<file path="config.mk">
export PLATFORM = sky130hd
export DESIGN_NAME = wow_top
export DESIGN_NICKNAME = d
export VERILOG_FILES = /design/src/shared/wow_pkg.sv /design/src/rtl/wow_top.sv
export VERILOG_INCLUDE_DIRS = /design/src /design/src/shared
export SDC_FILE = /design/constraint.sdc
export NUM_CORES = 1
export LEC_CHECK = 0
export BUFFER_PORTS_ARGS = -buffer_cell sky130_fd_sc_hd__buf_2
export CAP_MARGIN = 0
export CORE_MARGIN = 3
export CORE_UTILIZATION = 28
export DETAILED_ROUTE_END_ITERATION = 10
export HOLD_SLACK_MARGIN = 0.1
export PLACE_DENSITY = 0.44
export SYNTH_ARGS = -nofsm -noshare
export SYNTH_HDL_FRONTEND = slang
export SYNTH_SLANG_ARGS = --single-unit
</file>
<file path="constraint.sdc">
create_clock -name clock -period 2.5 [get_ports clock]
set_input_delay 0.625 -clock clock [delete_from_list [all_inputs] [get_ports clock]]
set_output_delay 0.625 -clock clock [all_outputs]
set_load 0.02 [all_outputs]
</file>
<file path="src/shared/wow_defines.svh">
`ifndef WOW_DEFINES_SVH
`define WOW_DEFINES_SVH

// register indices; byte address is four times the index
`define WOW_IDX_OPT_TWO 16'h001e
`define WOW_IDX_OPT_ONE 16'h001f
`define WOW_IDX_SERVICE 16'hffff
`define WOW_IDX_CAUSE 16'h0020
`define WOW_IDX_WD_STAT 16'h0021

`define WOW_OPT_RESET 8'h00
`define WOW_CAUSE_RESET 4'h0

// option_register_two fields
`define WOW_B2_TB_DIV 0
`define WOW_B2_OSC_STOP 1
`define WOW_B2_BAUD_SRC 2

// option_register_one fields
`define WOW_B1_WD_DISABLE 0
`define WOW_B1_STOP_EN 1
`define WOW_B1_SHORT_REC 2
`define WOW_B1_VMODE 3
`define WOW_B1_DET_PWRD 4
`define WOW_B1_DET_RSTD 5
`define WOW_B1_DET_STOP 6
`define WOW_B1_WD_RATE 7

// reset cause fields
`define WOW_C_WATCHDOG 0
`define WOW_C_ILLEGAL 1
`define WOW_C_DETECTOR 2
`define WOW_C_PIN 3

// timing counts in oscillator clock cycles
`define WOW_STOP_SHORT_CYC 13'd32
`define WOW_STOP_LONG_CYC 13'd4096
`define WOW_POR_CLR_CYC 13'd4096
`define WOW_PIN_HOLD_CYC 6'd32
`define WOW_PIN_GUARD_CYC 6'd3
`define WOW_TB_DIV_MAX 7'd127

// prescaler taps that advance the watchdog counter, and prescaler bits kept on service
`define WOW_TAP_FAST 6
`define WOW_TAP_SLOW 11
`define WOW_SERVICE_KEEP 12'h000f

`endif

</file>
<file path="src/shared/wow_pkg.sv">
package wow_pkg;

    typedef enum logic [2:0] {
        WOW_ST_RUN = 3'b001,
        WOW_ST_STOPPED = 3'b010,
        WOW_ST_RECOVER = 3'b100
    } wow_stop_state_t;

    typedef enum logic [1:0] {
        WOW_RESP_OKAY = 2'b00,
        WOW_RESP_SLVERR = 2'b10
    } wow_resp_t;

endpackage

</file>
<file path="src/rtl/wow_top.sv">
// Functional notes
// - option registers take one write per reset
// - internal reset clears options except voltage mode
// - options at two consecutive indices, always readable
// - voltage mode: cleared, write-once only per power-on
// - timebase select inserts divide-by-128 prescaler
// - oscillator keeps running in stop when set
// - baud source: bus clock or oscillator
// - rate select picks short or long timeout
// - detector runs in stop if set, powered
// - reset-disable blocks detector resets
// - power-disable powers detector down
// - voltage mode selects 5-V or 3-V
// - short recovery 32 cycles, else 4096
// - detector-reset stop exit uses long recovery
// - disabled stop instruction is illegal opcode
// - watchdog disable bit suppresses watchdog reset
// - 6-bit counter after 12-bit prescaler, overflow resets
// - watchdog reset drives pin 32 cycles, flags cause
// - stop and vector fetch clear prescaler
// - internal reset clears all; power-on clears prescaler
// - watchdog counts in wait, never interrupts
//
// The AXI4-Lite register port was chosen for this implementation.
`timescale 1ns/1ps
`include "wow_defines.svh"
`default_nettype none

module wow_top #(
    parameter int ADDR_W = 18,
    parameter int PRE_W = 12,
    parameter int CNT_W = 6
) (
    input wire logic clock,
    input wire logic rst_b,
    input wire logic [ADDR_W-1:0] s_axi_awaddr,
    input wire logic s_axi_awvalid,
    output logic s_axi_awready,
    input wire logic [31:0] s_axi_wdata,
    input wire logic [3:0] s_axi_wstrb,
    input wire logic s_axi_wvalid,
    output logic s_axi_wready,
    output logic [1:0] s_axi_bresp,
    output logic s_axi_bvalid,
    input wire logic s_axi_bready,
    input wire logic [ADDR_W-1:0] s_axi_araddr,
    input wire logic s_axi_arvalid,
    output logic s_axi_arready,
    output logic [31:0] s_axi_rdata,
    output logic [1:0] s_axi_rresp,
    output logic s_axi_rvalid,
    input wire logic s_axi_rready,
    input wire logic stop_instr,
    input wire logic wake_req,
    input wire logic reset_vector_fetch,
    input wire logic [7:0] reset_vector_low,
    input wire logic bus_clock_tick,
    input wire logic detector_reset_req,
    input wire logic reset_pin_in,
    output logic reset_pin_out,
    output logic reset_pin_oe_b,
    output logic internal_reset,
    output logic illegal_opcode,
    output logic stop_mode,
    output logic stop_exit,
    output logic osc_enable,
    output logic timebase_tick,
    output logic serial_tick,
    output logic detector_power_on,
    output logic detector_enable,
    output logic detector_5v_mode
);

    generate
        if (ADDR_W < 18 || ADDR_W > 32 || PRE_W != 12 || CNT_W != 6)
        begin : g_bad
            $error("wow_top: unsupported parameter values");
        end
    endgenerate

    // ---------------- bus slave ----------------
    logic aw_held_reg, aw_held_next;
    logic [15:0] aw_idx_reg, aw_idx_next;
    logic w_held_reg, w_held_next;
    logic [7:0] w_byte_reg, w_byte_next;
    logic w_lane_reg, w_lane_next;
    logic bvalid_reg, bvalid_next;
    logic [1:0] bresp_reg, bresp_next;
    logic awready_reg, awready_next;
    logic wready_reg, wready_next;
    logic rvalid_reg, rvalid_next;
    logic [1:0] rresp_reg, rresp_next;
    logic [31:0] rdata_reg, rdata_next;
    logic arready_reg, arready_next;
    logic wr_do;
    logic rd_do;
    logic [15:0] ar_idx;

    // option and cause state
    logic [7:0] opt_two_reg, opt_two_next;
    logic [7:0] opt_one_reg, opt_one_next;
    logic two_lock_reg, two_lock_next;
    logic one_lock_reg, one_lock_next;
    logic vm_lock_reg, vm_lock_next;
    logic [3:0] cause_reg, cause_next;
    logic [3:0] cause_set;
    logic [3:0] cause_clr;
    logic service_wr;

    // watchdog
    logic [PRE_W-1:0] pre_reg, pre_next;
    logic [CNT_W-1:0] cnt_reg, cnt_next;
    logic [12:0] por_cnt_reg, por_cnt_next;
    logic por_done_reg, por_done_next;
    logic wd_ovf;
    logic wd_carry;

    // stop, reset and pin
    wow_pkg::wow_stop_state_t st_reg, st_next;
    logic [12:0] rec_cnt_reg, rec_cnt_next;
    logic pend_det_reg, pend_det_next;
    logic [5:0] hold_reg, hold_next;
    logic pin_meta_reg, pin_sync_reg;
    logic [6:0] tb_div_reg, tb_div_next;
    logic irst_reg, irst_next;
    logic illegal_reg, illegal_next;
    logic exit_reg, exit_next;
    logic stop_ok;
    logic det_ok;
    logic det_now;
    logic pin_rst;
    logic rec_end;
    logic [12:0] rec_len;

    // derived outputs
    logic pin_oe_b_reg, pin_oe_b_next;
    logic stop_mode_reg, stop_mode_next;
    logic osc_en_reg, osc_en_next;
    logic tb_tick_reg, tb_tick_next;
    logic ser_tick_reg, ser_tick_next;
    logic det_pwr_reg, det_pwr_next;
    logic det_en_reg, det_en_next;
    logic det_5v_reg, det_5v_next;

    assign wr_do = aw_held_reg && w_held_reg && !bvalid_reg;
    assign rd_do = s_axi_arvalid && arready_reg;
    assign ar_idx = s_axi_araddr[17:2];
    assign service_wr = wr_do && (aw_idx_reg == `WOW_IDX_SERVICE);

    always_comb
    begin
        aw_held_next = aw_held_reg;
        aw_idx_next = aw_idx_reg;
        w_held_next = w_held_reg;
        w_byte_next = w_byte_reg;
        w_lane_next = w_lane_reg;
        bvalid_next = bvalid_reg;
        bresp_next = bresp_reg;
        if (s_axi_awvalid && awready_reg)
        begin
            aw_held_next = 1'b1;
            aw_idx_next = s_axi_awaddr[17:2];
        end
        if (s_axi_wvalid && wready_reg)
        begin
            w_held_next = 1'b1;
            w_byte_next = s_axi_wdata[7:0];
            w_lane_next = s_axi_wstrb[0];
        end
        if (bvalid_reg && s_axi_bready)
            bvalid_next = 1'b0;
        if (wr_do)
        begin
            aw_held_next = 1'b0;
            w_held_next = 1'b0;
            bvalid_next = 1'b1;
            case (aw_idx_reg)
                `WOW_IDX_OPT_TWO, `WOW_IDX_OPT_ONE, `WOW_IDX_SERVICE, `WOW_IDX_CAUSE,
                `WOW_IDX_WD_STAT: bresp_next = wow_pkg::WOW_RESP_OKAY;
                default: bresp_next = wow_pkg::WOW_RESP_SLVERR;
            endcase
        end
        awready_next = !aw_held_next && !bvalid_next;
        wready_next = !w_held_next && !bvalid_next;
    end

    // reads have no side effect except clearing the cause bits returned
    always_comb
    begin
        rvalid_next = rvalid_reg;
        rresp_next = rresp_reg;
        rdata_next = rdata_reg;
        cause_clr = 4'h0;
        if (rvalid_reg && s_axi_rready)
            rvalid_next = 1'b0;
        if (rd_do)
        begin
            rvalid_next = 1'b1;
            rresp_next = wow_pkg::WOW_RESP_OKAY;
            rdata_next = 32'h0000_0000;
            case (ar_idx)
                `WOW_IDX_OPT_TWO: rdata_next[7:0] = opt_two_reg;
                `WOW_IDX_OPT_ONE: rdata_next[7:0] = opt_one_reg;
                `WOW_IDX_SERVICE: rdata_next[7:0] = reset_vector_low;
                `WOW_IDX_CAUSE:
                begin
                    rdata_next[3:0] = cause_reg;
                    cause_clr = cause_reg;
                end
                `WOW_IDX_WD_STAT: rdata_next[CNT_W-1:0] = cnt_reg;
                default: rresp_next = wow_pkg::WOW_RESP_SLVERR;
            endcase
        end
        arready_next = !rvalid_next;
    end

    // write-once options
    always_comb
    begin
        opt_two_next = opt_two_reg;
        opt_one_next = opt_one_reg;
        two_lock_next = two_lock_reg;
        one_lock_next = one_lock_reg;
        vm_lock_next = vm_lock_reg;
        if (irst_reg)
        begin
            opt_two_next = `WOW_OPT_RESET;
            opt_one_next = `WOW_OPT_RESET;
            opt_one_next[`WOW_B1_VMODE] = opt_one_reg[`WOW_B1_VMODE];
            two_lock_next = 1'b0;
            one_lock_next = 1'b0;
        end
        else if (wr_do && w_lane_reg)
        begin
            if (aw_idx_reg == `WOW_IDX_OPT_TWO && !two_lock_reg)
            begin
                opt_two_next = w_byte_reg;
                two_lock_next = 1'b1;
            end
            if (aw_idx_reg == `WOW_IDX_OPT_ONE)
            begin
                if (!one_lock_reg)
                begin
                    opt_one_next = w_byte_reg;
                    opt_one_next[`WOW_B1_VMODE] = opt_one_reg[`WOW_B1_VMODE];
                    one_lock_next = 1'b1;
                end
                if (!vm_lock_reg)
                begin
                    opt_one_next[`WOW_B1_VMODE] = w_byte_reg[`WOW_B1_VMODE];
                    vm_lock_next = 1'b1;
                end
            end
        end
    end

    // watchdog prescaler and counter
    assign wd_carry = opt_one_reg[`WOW_B1_WD_RATE] ? (&pre_reg[`WOW_TAP_FAST:0])
        : (&pre_reg[`WOW_TAP_SLOW:0]);

    always_comb
    begin
        pre_next = pre_reg;
        cnt_next = cnt_reg;
        por_cnt_next = por_cnt_reg;
        por_done_next = por_done_reg;
        wd_ovf = 1'b0;
        if (!por_done_reg)
            por_cnt_next = por_cnt_reg + 13'd1;
        if (!por_done_reg && por_cnt_reg == `WOW_POR_CLR_CYC - 13'd1)
            por_done_next = 1'b1;
        if (irst_reg || opt_one_reg[`WOW_B1_WD_DISABLE])
        begin
            pre_next = '0;
            cnt_next = '0;
        end
        else if (stop_ok || reset_vector_fetch || (por_done_next && !por_done_reg))
            pre_next = '0;
        else if (stop_mode_reg)
            pre_next = pre_reg; // clock to the watchdog is off in stop
        else if (service_wr)
        begin
            cnt_next = '0;
            pre_next = pre_reg & `WOW_SERVICE_KEEP;
        end
        else
        begin
            // keeps counting in wait mode; only a reset comes out
            pre_next = pre_reg + 12'd1;
            if (wd_carry)
            begin
                cnt_next = cnt_reg + 6'd1;
                wd_ovf = &cnt_reg;
            end
        end
    end

    // stop sequencing
    assign stop_ok = stop_instr && opt_one_reg[`WOW_B1_STOP_EN] && st_reg == wow_pkg::WOW_ST_RUN;
    assign det_ok = detector_reset_req && !opt_one_reg[`WOW_B1_DET_RSTD];
    assign det_now = det_ok && st_reg == wow_pkg::WOW_ST_RUN;
    assign rec_end = st_reg == wow_pkg::WOW_ST_RECOVER && rec_cnt_reg == 13'd1;
    assign rec_len = (opt_one_reg[`WOW_B1_SHORT_REC] && !det_ok) ? `WOW_STOP_SHORT_CYC
        : `WOW_STOP_LONG_CYC;
    assign pin_rst = !pin_sync_reg && hold_reg == 6'd0;

    always_comb
    begin
        st_next = st_reg;
        rec_cnt_next = rec_cnt_reg;
        pend_det_next = pend_det_reg;
        exit_next = 1'b0;
        case (st_reg)
            wow_pkg::WOW_ST_RUN:
            begin
                if (stop_ok)
                    st_next = wow_pkg::WOW_ST_STOPPED;
            end
            wow_pkg::WOW_ST_STOPPED:
            begin
                if (det_ok || wake_req)
                begin
                    st_next = wow_pkg::WOW_ST_RECOVER;
                    rec_cnt_next = rec_len;
                    pend_det_next = det_ok;
                end
            end
            wow_pkg::WOW_ST_RECOVER:
            begin
                rec_cnt_next = rec_cnt_reg - 13'd1;
                if (rec_end)
                begin
                    st_next = wow_pkg::WOW_ST_RUN;
                    exit_next = 1'b1;
                    pend_det_next = 1'b0;
                end
            end
            default: st_next = wow_pkg::WOW_ST_RUN;
        endcase
        if (irst_reg && st_reg != wow_pkg::WOW_ST_RECOVER)
        begin
            st_next = wow_pkg::WOW_ST_RUN;
            pend_det_next = 1'b0;
        end
    end

    // reset sources, cause flags and reset pin
    always_comb
    begin
        illegal_next = stop_instr && !opt_one_reg[`WOW_B1_STOP_EN];
        cause_set = 4'h0;
        cause_set[`WOW_C_WATCHDOG] = wd_ovf;
        cause_set[`WOW_C_ILLEGAL] = illegal_next;
        cause_set[`WOW_C_DETECTOR] = det_now || (rec_end && pend_det_reg);
        cause_set[`WOW_C_PIN] = pin_rst;
        irst_next = |cause_set;
        cause_next = (cause_reg & ~cause_clr) | cause_set;
        hold_next = hold_reg;
        if (irst_next && !pin_rst)
            hold_next = `WOW_PIN_HOLD_CYC + `WOW_PIN_GUARD_CYC;
        else if (hold_reg != 6'd0)
            hold_next = hold_reg - 6'd1;
        // guard cycles let the synchronised pin rise before it is watched again
        pin_oe_b_next = !(hold_next > `WOW_PIN_GUARD_CYC);
    end

    // option-driven outputs
    always_comb
    begin
        tb_div_next = (tb_div_reg == `WOW_TB_DIV_MAX) ? 7'd0 : tb_div_reg + 7'd1;
        stop_mode_next = st_next != wow_pkg::WOW_ST_RUN;
        osc_en_next = st_next != wow_pkg::WOW_ST_STOPPED
            || opt_two_reg[`WOW_B2_OSC_STOP];
        tb_tick_next = osc_en_next && (!opt_two_reg[`WOW_B2_TB_DIV]
            || tb_div_reg == `WOW_TB_DIV_MAX);
        ser_tick_next = opt_two_reg[`WOW_B2_BAUD_SRC] ? bus_clock_tick : osc_en_next;
        det_pwr_next = !opt_one_reg[`WOW_B1_DET_PWRD];
        det_en_next = det_pwr_next && (st_next != wow_pkg::WOW_ST_STOPPED
            || opt_one_reg[`WOW_B1_DET_STOP]);
        det_5v_next = opt_one_reg[`WOW_B1_VMODE];
    end

    always_ff @(posedge clock or negedge rst_b)
    begin
        if (!rst_b)
        begin
            aw_held_reg <= 1'b0;
            aw_idx_reg <= 16'h0000;
            w_held_reg <= 1'b0;
            w_byte_reg <= 8'h00;
            w_lane_reg <= 1'b0;
            bvalid_reg <= 1'b0;
            bresp_reg <= 2'h0;
            awready_reg <= 1'b0;
            wready_reg <= 1'b0;
            rvalid_reg <= 1'b0;
            rresp_reg <= 2'h0;
            rdata_reg <= 32'h0000_0000;
            arready_reg <= 1'b0;
            opt_two_reg <= `WOW_OPT_RESET;
            opt_one_reg <= `WOW_OPT_RESET;
            two_lock_reg <= 1'b0;
            one_lock_reg <= 1'b0;
            vm_lock_reg <= 1'b0;
            cause_reg <= `WOW_CAUSE_RESET;
            pre_reg <= '0;
            cnt_reg <= '0;
            por_cnt_reg <= 13'h0000;
            por_done_reg <= 1'b0;
            st_reg <= wow_pkg::WOW_ST_RUN;
            rec_cnt_reg <= 13'h0000;
            pend_det_reg <= 1'b0;
            hold_reg <= 6'h00;
            pin_meta_reg <= 1'b1;
            pin_sync_reg <= 1'b1;
            tb_div_reg <= 7'h00;
            irst_reg <= 1'b0;
            illegal_reg <= 1'b0;
            exit_reg <= 1'b0;
            pin_oe_b_reg <= 1'b1;
            stop_mode_reg <= 1'b0;
            osc_en_reg <= 1'b1;
            tb_tick_reg <= 1'b0;
            ser_tick_reg <= 1'b0;
            det_pwr_reg <= 1'b1;
            det_en_reg <= 1'b1;
            det_5v_reg <= 1'b0;
        end
        else
        begin
            aw_held_reg <= aw_held_next;
            aw_idx_reg <= aw_idx_next;
            w_held_reg <= w_held_next;
            w_byte_reg <= w_byte_next;
            w_lane_reg <= w_lane_next;
            bvalid_reg <= bvalid_next;
            bresp_reg <= bresp_next;
            awready_reg <= awready_next;
            wready_reg <= wready_next;
            rvalid_reg <= rvalid_next;
            rresp_reg <= rresp_next;
            rdata_reg <= rdata_next;
            arready_reg <= arready_next;
            opt_two_reg <= opt_two_next;
            opt_one_reg <= opt_one_next;
            two_lock_reg <= two_lock_next;
            one_lock_reg <= one_lock_next;
            vm_lock_reg <= vm_lock_next;
            cause_reg <= cause_next;
            pre_reg <= pre_next;
            cnt_reg <= cnt_next;
            por_cnt_reg <= por_cnt_next;
            por_done_reg <= por_done_next;
            st_reg <= st_next;
            rec_cnt_reg <= rec_cnt_next;
            pend_det_reg <= pend_det_next;
            hold_reg <= hold_next;
            pin_meta_reg <= reset_pin_in;
            pin_sync_reg <= pin_meta_reg;
            tb_div_reg <= tb_div_next;
            irst_reg <= irst_next;
            illegal_reg <= illegal_next;
            exit_reg <= exit_next;
            pin_oe_b_reg <= pin_oe_b_next;
            stop_mode_reg <= stop_mode_next;
            osc_en_reg <= osc_en_next;
            tb_tick_reg <= tb_tick_next;
            ser_tick_reg <= ser_tick_next;
            det_pwr_reg <= det_pwr_next;
            det_en_reg <= det_en_next;
            det_5v_reg <= det_5v_next;
        end
    end

    assign s_axi_awready = awready_reg;
    assign s_axi_wready = wready_reg;
    assign s_axi_bvalid = bvalid_reg;
    assign s_axi_bresp = bresp_reg;
    assign s_axi_arready = arready_reg;
    assign s_axi_rvalid = rvalid_reg;
    assign s_axi_rresp = rresp_reg;
    assign s_axi_rdata = rdata_reg;
    assign reset_pin_out = 1'b0 & pin_oe_b_reg;
    assign reset_pin_oe_b = pin_oe_b_reg;
    assign internal_reset = irst_reg;
    assign illegal_opcode = illegal_reg;
    assign stop_mode = stop_mode_reg;
    assign stop_exit = exit_reg;
    assign osc_enable = osc_en_reg;
    assign timebase_tick = tb_tick_reg;
    assign serial_tick = ser_tick_reg;
    assign detector_power_on = det_pwr_reg;
    assign detector_enable = det_en_reg;
    assign detector_5v_mode = det_5v_reg;

endmodule

`default_nettype wire

</file>
# [Word level (Yosys, flattened, before mapping)]
# Index checks and enable logic that the tools add are counted.
[totals] regBits=142 latch_bits=0 ram_bits=0 romBits=0 input_bits=93 output_inout_bits=53 n_memories=0
[op_classes] add_sub_neg=6 n_mul=0 div=0 magnitude_cmp=1 n_eq_ne=27 shifts=0 muxes=63 n_bitwise=5 n_reduce_logical=73
[op_table] cell="$eq 16x5->1 const B" count=4
[op_table] cell="$eq 16x6->1 const B" count=4
[op_table] cell="$mux 8" count=7
[op_table] cell="$mux 12" count=4
[op_table] cell="$mux 6" count=7
[op_table] cell="$eq 16x16->1 const B" count=2
[op_table] cell="$mux 1" count=28
[op_table] cell="$logic_and 1x1->1" count=27
[op_table] cell="$mux 13" count=2
[op_table] cell="$pmux 13 s2" count=1
[op_table] cell="$pmux 4 s5" count=1
[op_table] cell="$logic_not 1->1" count=15
[op_table] cell="$add 13x1->13 const B" count=1
[op_table] cell="$eq 13x1->1 const B" count=1
[op_table] cell="$eq 13x12->1 const B" count=1
[op_table] cell="$sub 13x1->13 const B" count=1
[op_table] cell="$add 12x1->12 const B" count=1
[op_table] cell="$mux 3" count=4
[op_table] cell="$reduce_and 12->1" count=1
[op_table] cell="$reduce_and 3->1" count=4
[op_table] cell="$reduce_or 5->1" count=2
[op_table] cell="$ne 3x1->1 const B" count=3
[op_table] cell="$pmux 3 s3" count=1
[op_table] cell="$logic_or 1x1->1" count=8
[op_table] cell="other kinds (31)" count=45

# [Depth between registers and ports, before layout]
[logic_depth] ltp_word=12 depth_mapped=8

# [Worst setup path after synthesis]
# No wires, ideal clock.
[synth_timing] kind="in2reg" startpoint="in s_axi_araddr[13]" endpoint="reg cause_reg[2]" setup_ns=0.126 arrival_time_ns=1.995 slack_ns=0.379 cell_stages=5 n_path_buf=0 cell_sequence="nor4_1 nand3_1 nand4bb_1 or3_1 a221o_1"
[synth_between] elab_chain_len=6
[synth_rtl] item="from (decl)" line="wow_top.sv:46" text="input wire logic [ADDR_W-1:0] s_axi_araddr,"
[synth_rtl] item="$eq 16x6->1" line="wow_top.sv:201" text="case (ar_idx)"
[synth_rtl] item="$mux 4" line="wow_top.sv:201"
[synth_rtl] item="$mux 4" line="wow_top.sv:196" text="if (rd_do)"
[synth_rtl] item="$not 4->4" line="wow_top.sv:357" text="cause_next = (cause_reg & ~cause_clr) | cause_set;"
[synth_rtl] item="$and 4x4->4" line="wow_top.sv:357"
[synth_rtl] item="$or 4x4->4" line="wow_top.sv:357"
[synth_rtl] item="via cause_next[2]" line="wow_top.sv:105" text="logic [3:0] cause_reg, cause_next;"
[synth_rtl] item="to (signal assigned)" line="wow_top.sv:405" text="cause_reg <= `WOW_CAUSE_RESET;"
[synth_rtl] item="to (signal assigned)" line="wow_top.sv:449" text="cause_reg <= cause_next;"
[synth_rtl] item="to (decl)" line="wow_top.sv:105"
# The timed path passes the listed nets, and every way through them passes these cells.
# A chain may end at the register's enable or synchronous reset.

# [Final worst setup path]
[layout_timing] startpoint="reg aw_idx_reg[9]" endpoint="reg opt_two_reg[2]"
[layout_between] elab_chain_len=4
[layout_rtl] item="from (decl)" line="wow_top.sv:83" text="logic [15:0] aw_idx_reg, aw_idx_next;"
[layout_rtl] item="from (signal assigned)" line="wow_top.sv:432" text="aw_idx_reg <= aw_idx_next;"
[layout_rtl] item="$eq 16x5->1"
[layout_rtl] item="$logic_and 1x1->1" line="wow_top.sv:235" text="if (aw_idx_reg == `WOW_IDX_OPT_TWO && !two_lock_reg)"
[layout_rtl] item="$reduce_bool 2->1 (no source line)"
[layout_rtl] item="$reduce_and 2->1 (no source line)"
[layout_rtl] item="to (signal assigned)" line="wow_top.sv:400" text="opt_two_reg <= `WOW_OPT_RESET;"
[layout_rtl] item="to (signal assigned)" line="wow_top.sv:444" text="opt_two_reg <= opt_two_next;"
[layout_rtl] item="to (decl)" line="wow_top.sv:100" text="logic [7:0] opt_two_reg, opt_two_next;"
# Every way passes these cells.

==> qor.yml <==
outcome:
  status: "finished, final reports clean"
synth:
  synthMuxAreaShare: 0.0807
  syn_area_um2: 6630
  synth-edff-count: 0
  synthAdderAreaFrac: 0.0132
  synth_ff_type: "dfrtp_1"
  async_flop_share: 1.00
  yosys_warnings: 0
  synth-simple-area-share: 0.189
  synth_compound_area_frac: 0.0968
  synth_cells: 616
  ys_types: 70
  yosysSeqAreaShare: 0.530
  synth-xor-area-share: 0.0396
  avgSynthCellArea_um2: 10.8
  synth-seq-cells: 140
  synth_top_family_by_area: "simple AND/OR/NAND/NOR gates"
routing:
  first_pass_iters: 5
  vias_per_cell: 4.62
  drtIter0Drc: 242
  via_count: 4845
  wirelength_mm: 15.1
  wl_per_cell_um: 14.4
  detail-route-antenna-nets: 0
  drc_errors: 0
clock_tree:
  ctsResizeCount: 0
  cts_sinks: 140
  clk_pin_slew_ns: 0.06
  cts_made_buffers: 17
  post-cts-setup-buffers: 0
  clk_latency_ns: 0.42
  hold_buffers: 0
  cts_root_buf: "clkbuf_16"
  clockBufferDepth: 2
  cts_tree: "built"
  h-tree-depth: 4
power_and_ir_drop:
  ir_worst_vdd_mv: 0.370
  leakagePower_nw: 3.55
  power_density_nw_per_um2: 788
worst_setup_path:
  path_max_fanout: 9
  startpoint_type: "flop"
  critPathCaptureType: "flop"
  worst-setup-path-type: "flop to flop"
  arrival_ns: 2.56
  cp_data_required_time_ns: 2.81
placement:
  dp_hpwl_mm: 11.3
  gp_congestion: 0.817
  portBuffers: 87
layout:
  final_core_util: 0.352
  antennaDiodeCount: 0
  largest_reg_flops: 16
  num-nets-final: 823
  final_cell_mix: "dfrtp_1, buf_2, nor2_1"
  layout_commonest_cell: "dfrtp_1"
  syn_to_final_growth_pct: 22.1
  drive_gt1_frac: 0.254
global_route:
  antenna_found_initial: 0
  grt_max_degree: 49
  grt.overflow.total: 0
  grt_pass1_vias: 4878
  grt_use_total: 0.121
  grt_pass1_wl_mm: 25.1
sta:
  fin_tns_setup_ns: 0
  finalSetupViolCount: 0
  maxSlewHeadroom: 0.435
  max_freq_ghz: 0.444
  worst_pin_slew_ns: 0.848
  finalHoldViolCount: 0
  drv_slew: 0
  period_minus_slack_ns: 2.25
  period_share: 0.901
  rsz0062_at_grt: "no"
  skew_ns: 0.00930
die:
  fp.dieW_um: 160
  core-area_um2: 23000
  die_area_um2: 25600
  pin_count: 146
  start_util: 0.289
  rows: 55
  dieHeight_um: 160
worst_hold_path:
  hold_class: "input pin to asynchronous set/reset pin"
run:
  maxCapViolCount: 0
## layer usage
layer | share of wire | vias up | global-route usage
li1 | - | 2362 | -
met1 | 0.47 | 2355 | 0.160
met2 | 0.46 | 119 | 0.193
met3 | 0.053 | 9 | 0.0397
met4 | 0.012 | 0 | 0.0320
met5 | 0 | - | 0
## cell families (layout without fill, tap and decap cells)
group	after synthesis	count (layout)
flip-flops	140	140
AND/OR/NAND/NOR	234	234
adder cells (fa/ha/maj)	7	7
buffers and inverters	59	153
other	1	27
AO/OA/AOI/OAI	95	95
multiplexers	50	50
XOR/XNOR	30	30
## report_power, final
| group | internal, mW | total [mW] | switching (mW) | leakage (nW) |
|---|---|---|---|---|
| sequential | 2.57 | 2.80 | 0.234 | 1.73 |
| clock | 1.81 | 2.76 | 0.956 | 0.316 |
| combinational | 0.391 | 0.822 | 0.431 | 1.50 |
| total | 4.76 | 6.38 | 1.62 | 3.55 |
## stage by stage
| stage | hold slack (ns) | setup WS (ns) | cells | total power, mW | cell area, um^2 |
|---|---|---|---|---|---|
| global route | 0.171 | 0.0800 | 1049 | 6.71 | 8100 |
| global placement | 0.347 | 0.218 | 1017 | 3.65 | 7440 |
| CTS | 0.155 | 0.217 | 1049 | 6.49 | 8100 |
| floorplan | 0.329 | 0.379 | 642 | 3.37 | 6730 |
| finish | 0.146 | 0.247 | 1049 | 6.38 | 8100 |
| detailed placement | 0.348 | 0.192 | 1017 | 3.68 | 7440 |
## synthesized netlist by cell type, drive strengths merged (13+ instances only)
cell type,n,area share
nor2,64,0.036
dfrtp,133,0.50
xnor2,22,0.029
nand3,30,0.023
inv,17,0.0096
nand2,48,0.027
a21oi,16,0.013
buf,31,0.035
mux2i,22,0.033
mux2,28,0.048
nand4,13,0.012
o21ai,27,0.020
## worst paths after layout
check	startpoint	end	slack, ns	depth (start not counted)
min	rst_b	s_axi_bvalid	0.15	1
min in group clock	reset_pin_in	pin_meta_reg	0.31	1
max	aw_idx_reg[9]	opt_two_reg[2]	0.25	7
min reg2reg	pin_meta_reg	pin_sync_reg	0.36	0
max reg2reg	aw_idx_reg[9]	opt_two_reg[2]	0.25	7
max in group asynchronous	rst_b	osc_enable	1.68	2
## worst max-delay path, cell delays in order (launching register included)
cell,delay [ns]
dfrtp_1,0.39
or4_1,0.58
nor3_2,0.24
nand4_1,0.17
nor4_2,0.23
buf_4,0.25
mux2i_1,0.22
nor2_1,0.06
## cell type report
class | instances | area (um^2)
multi-input cells | 443 | 2880
well taps | 313 | 392
repair buffers | 104 | 594
inverters | 17 | 63.8
fillers | 2338 | 14900
clock buffers | 23 | 498
flip-flops and latches | 140 | 3510
clock inverters | 9 | 158
Power figures use the tool's default switching activity.
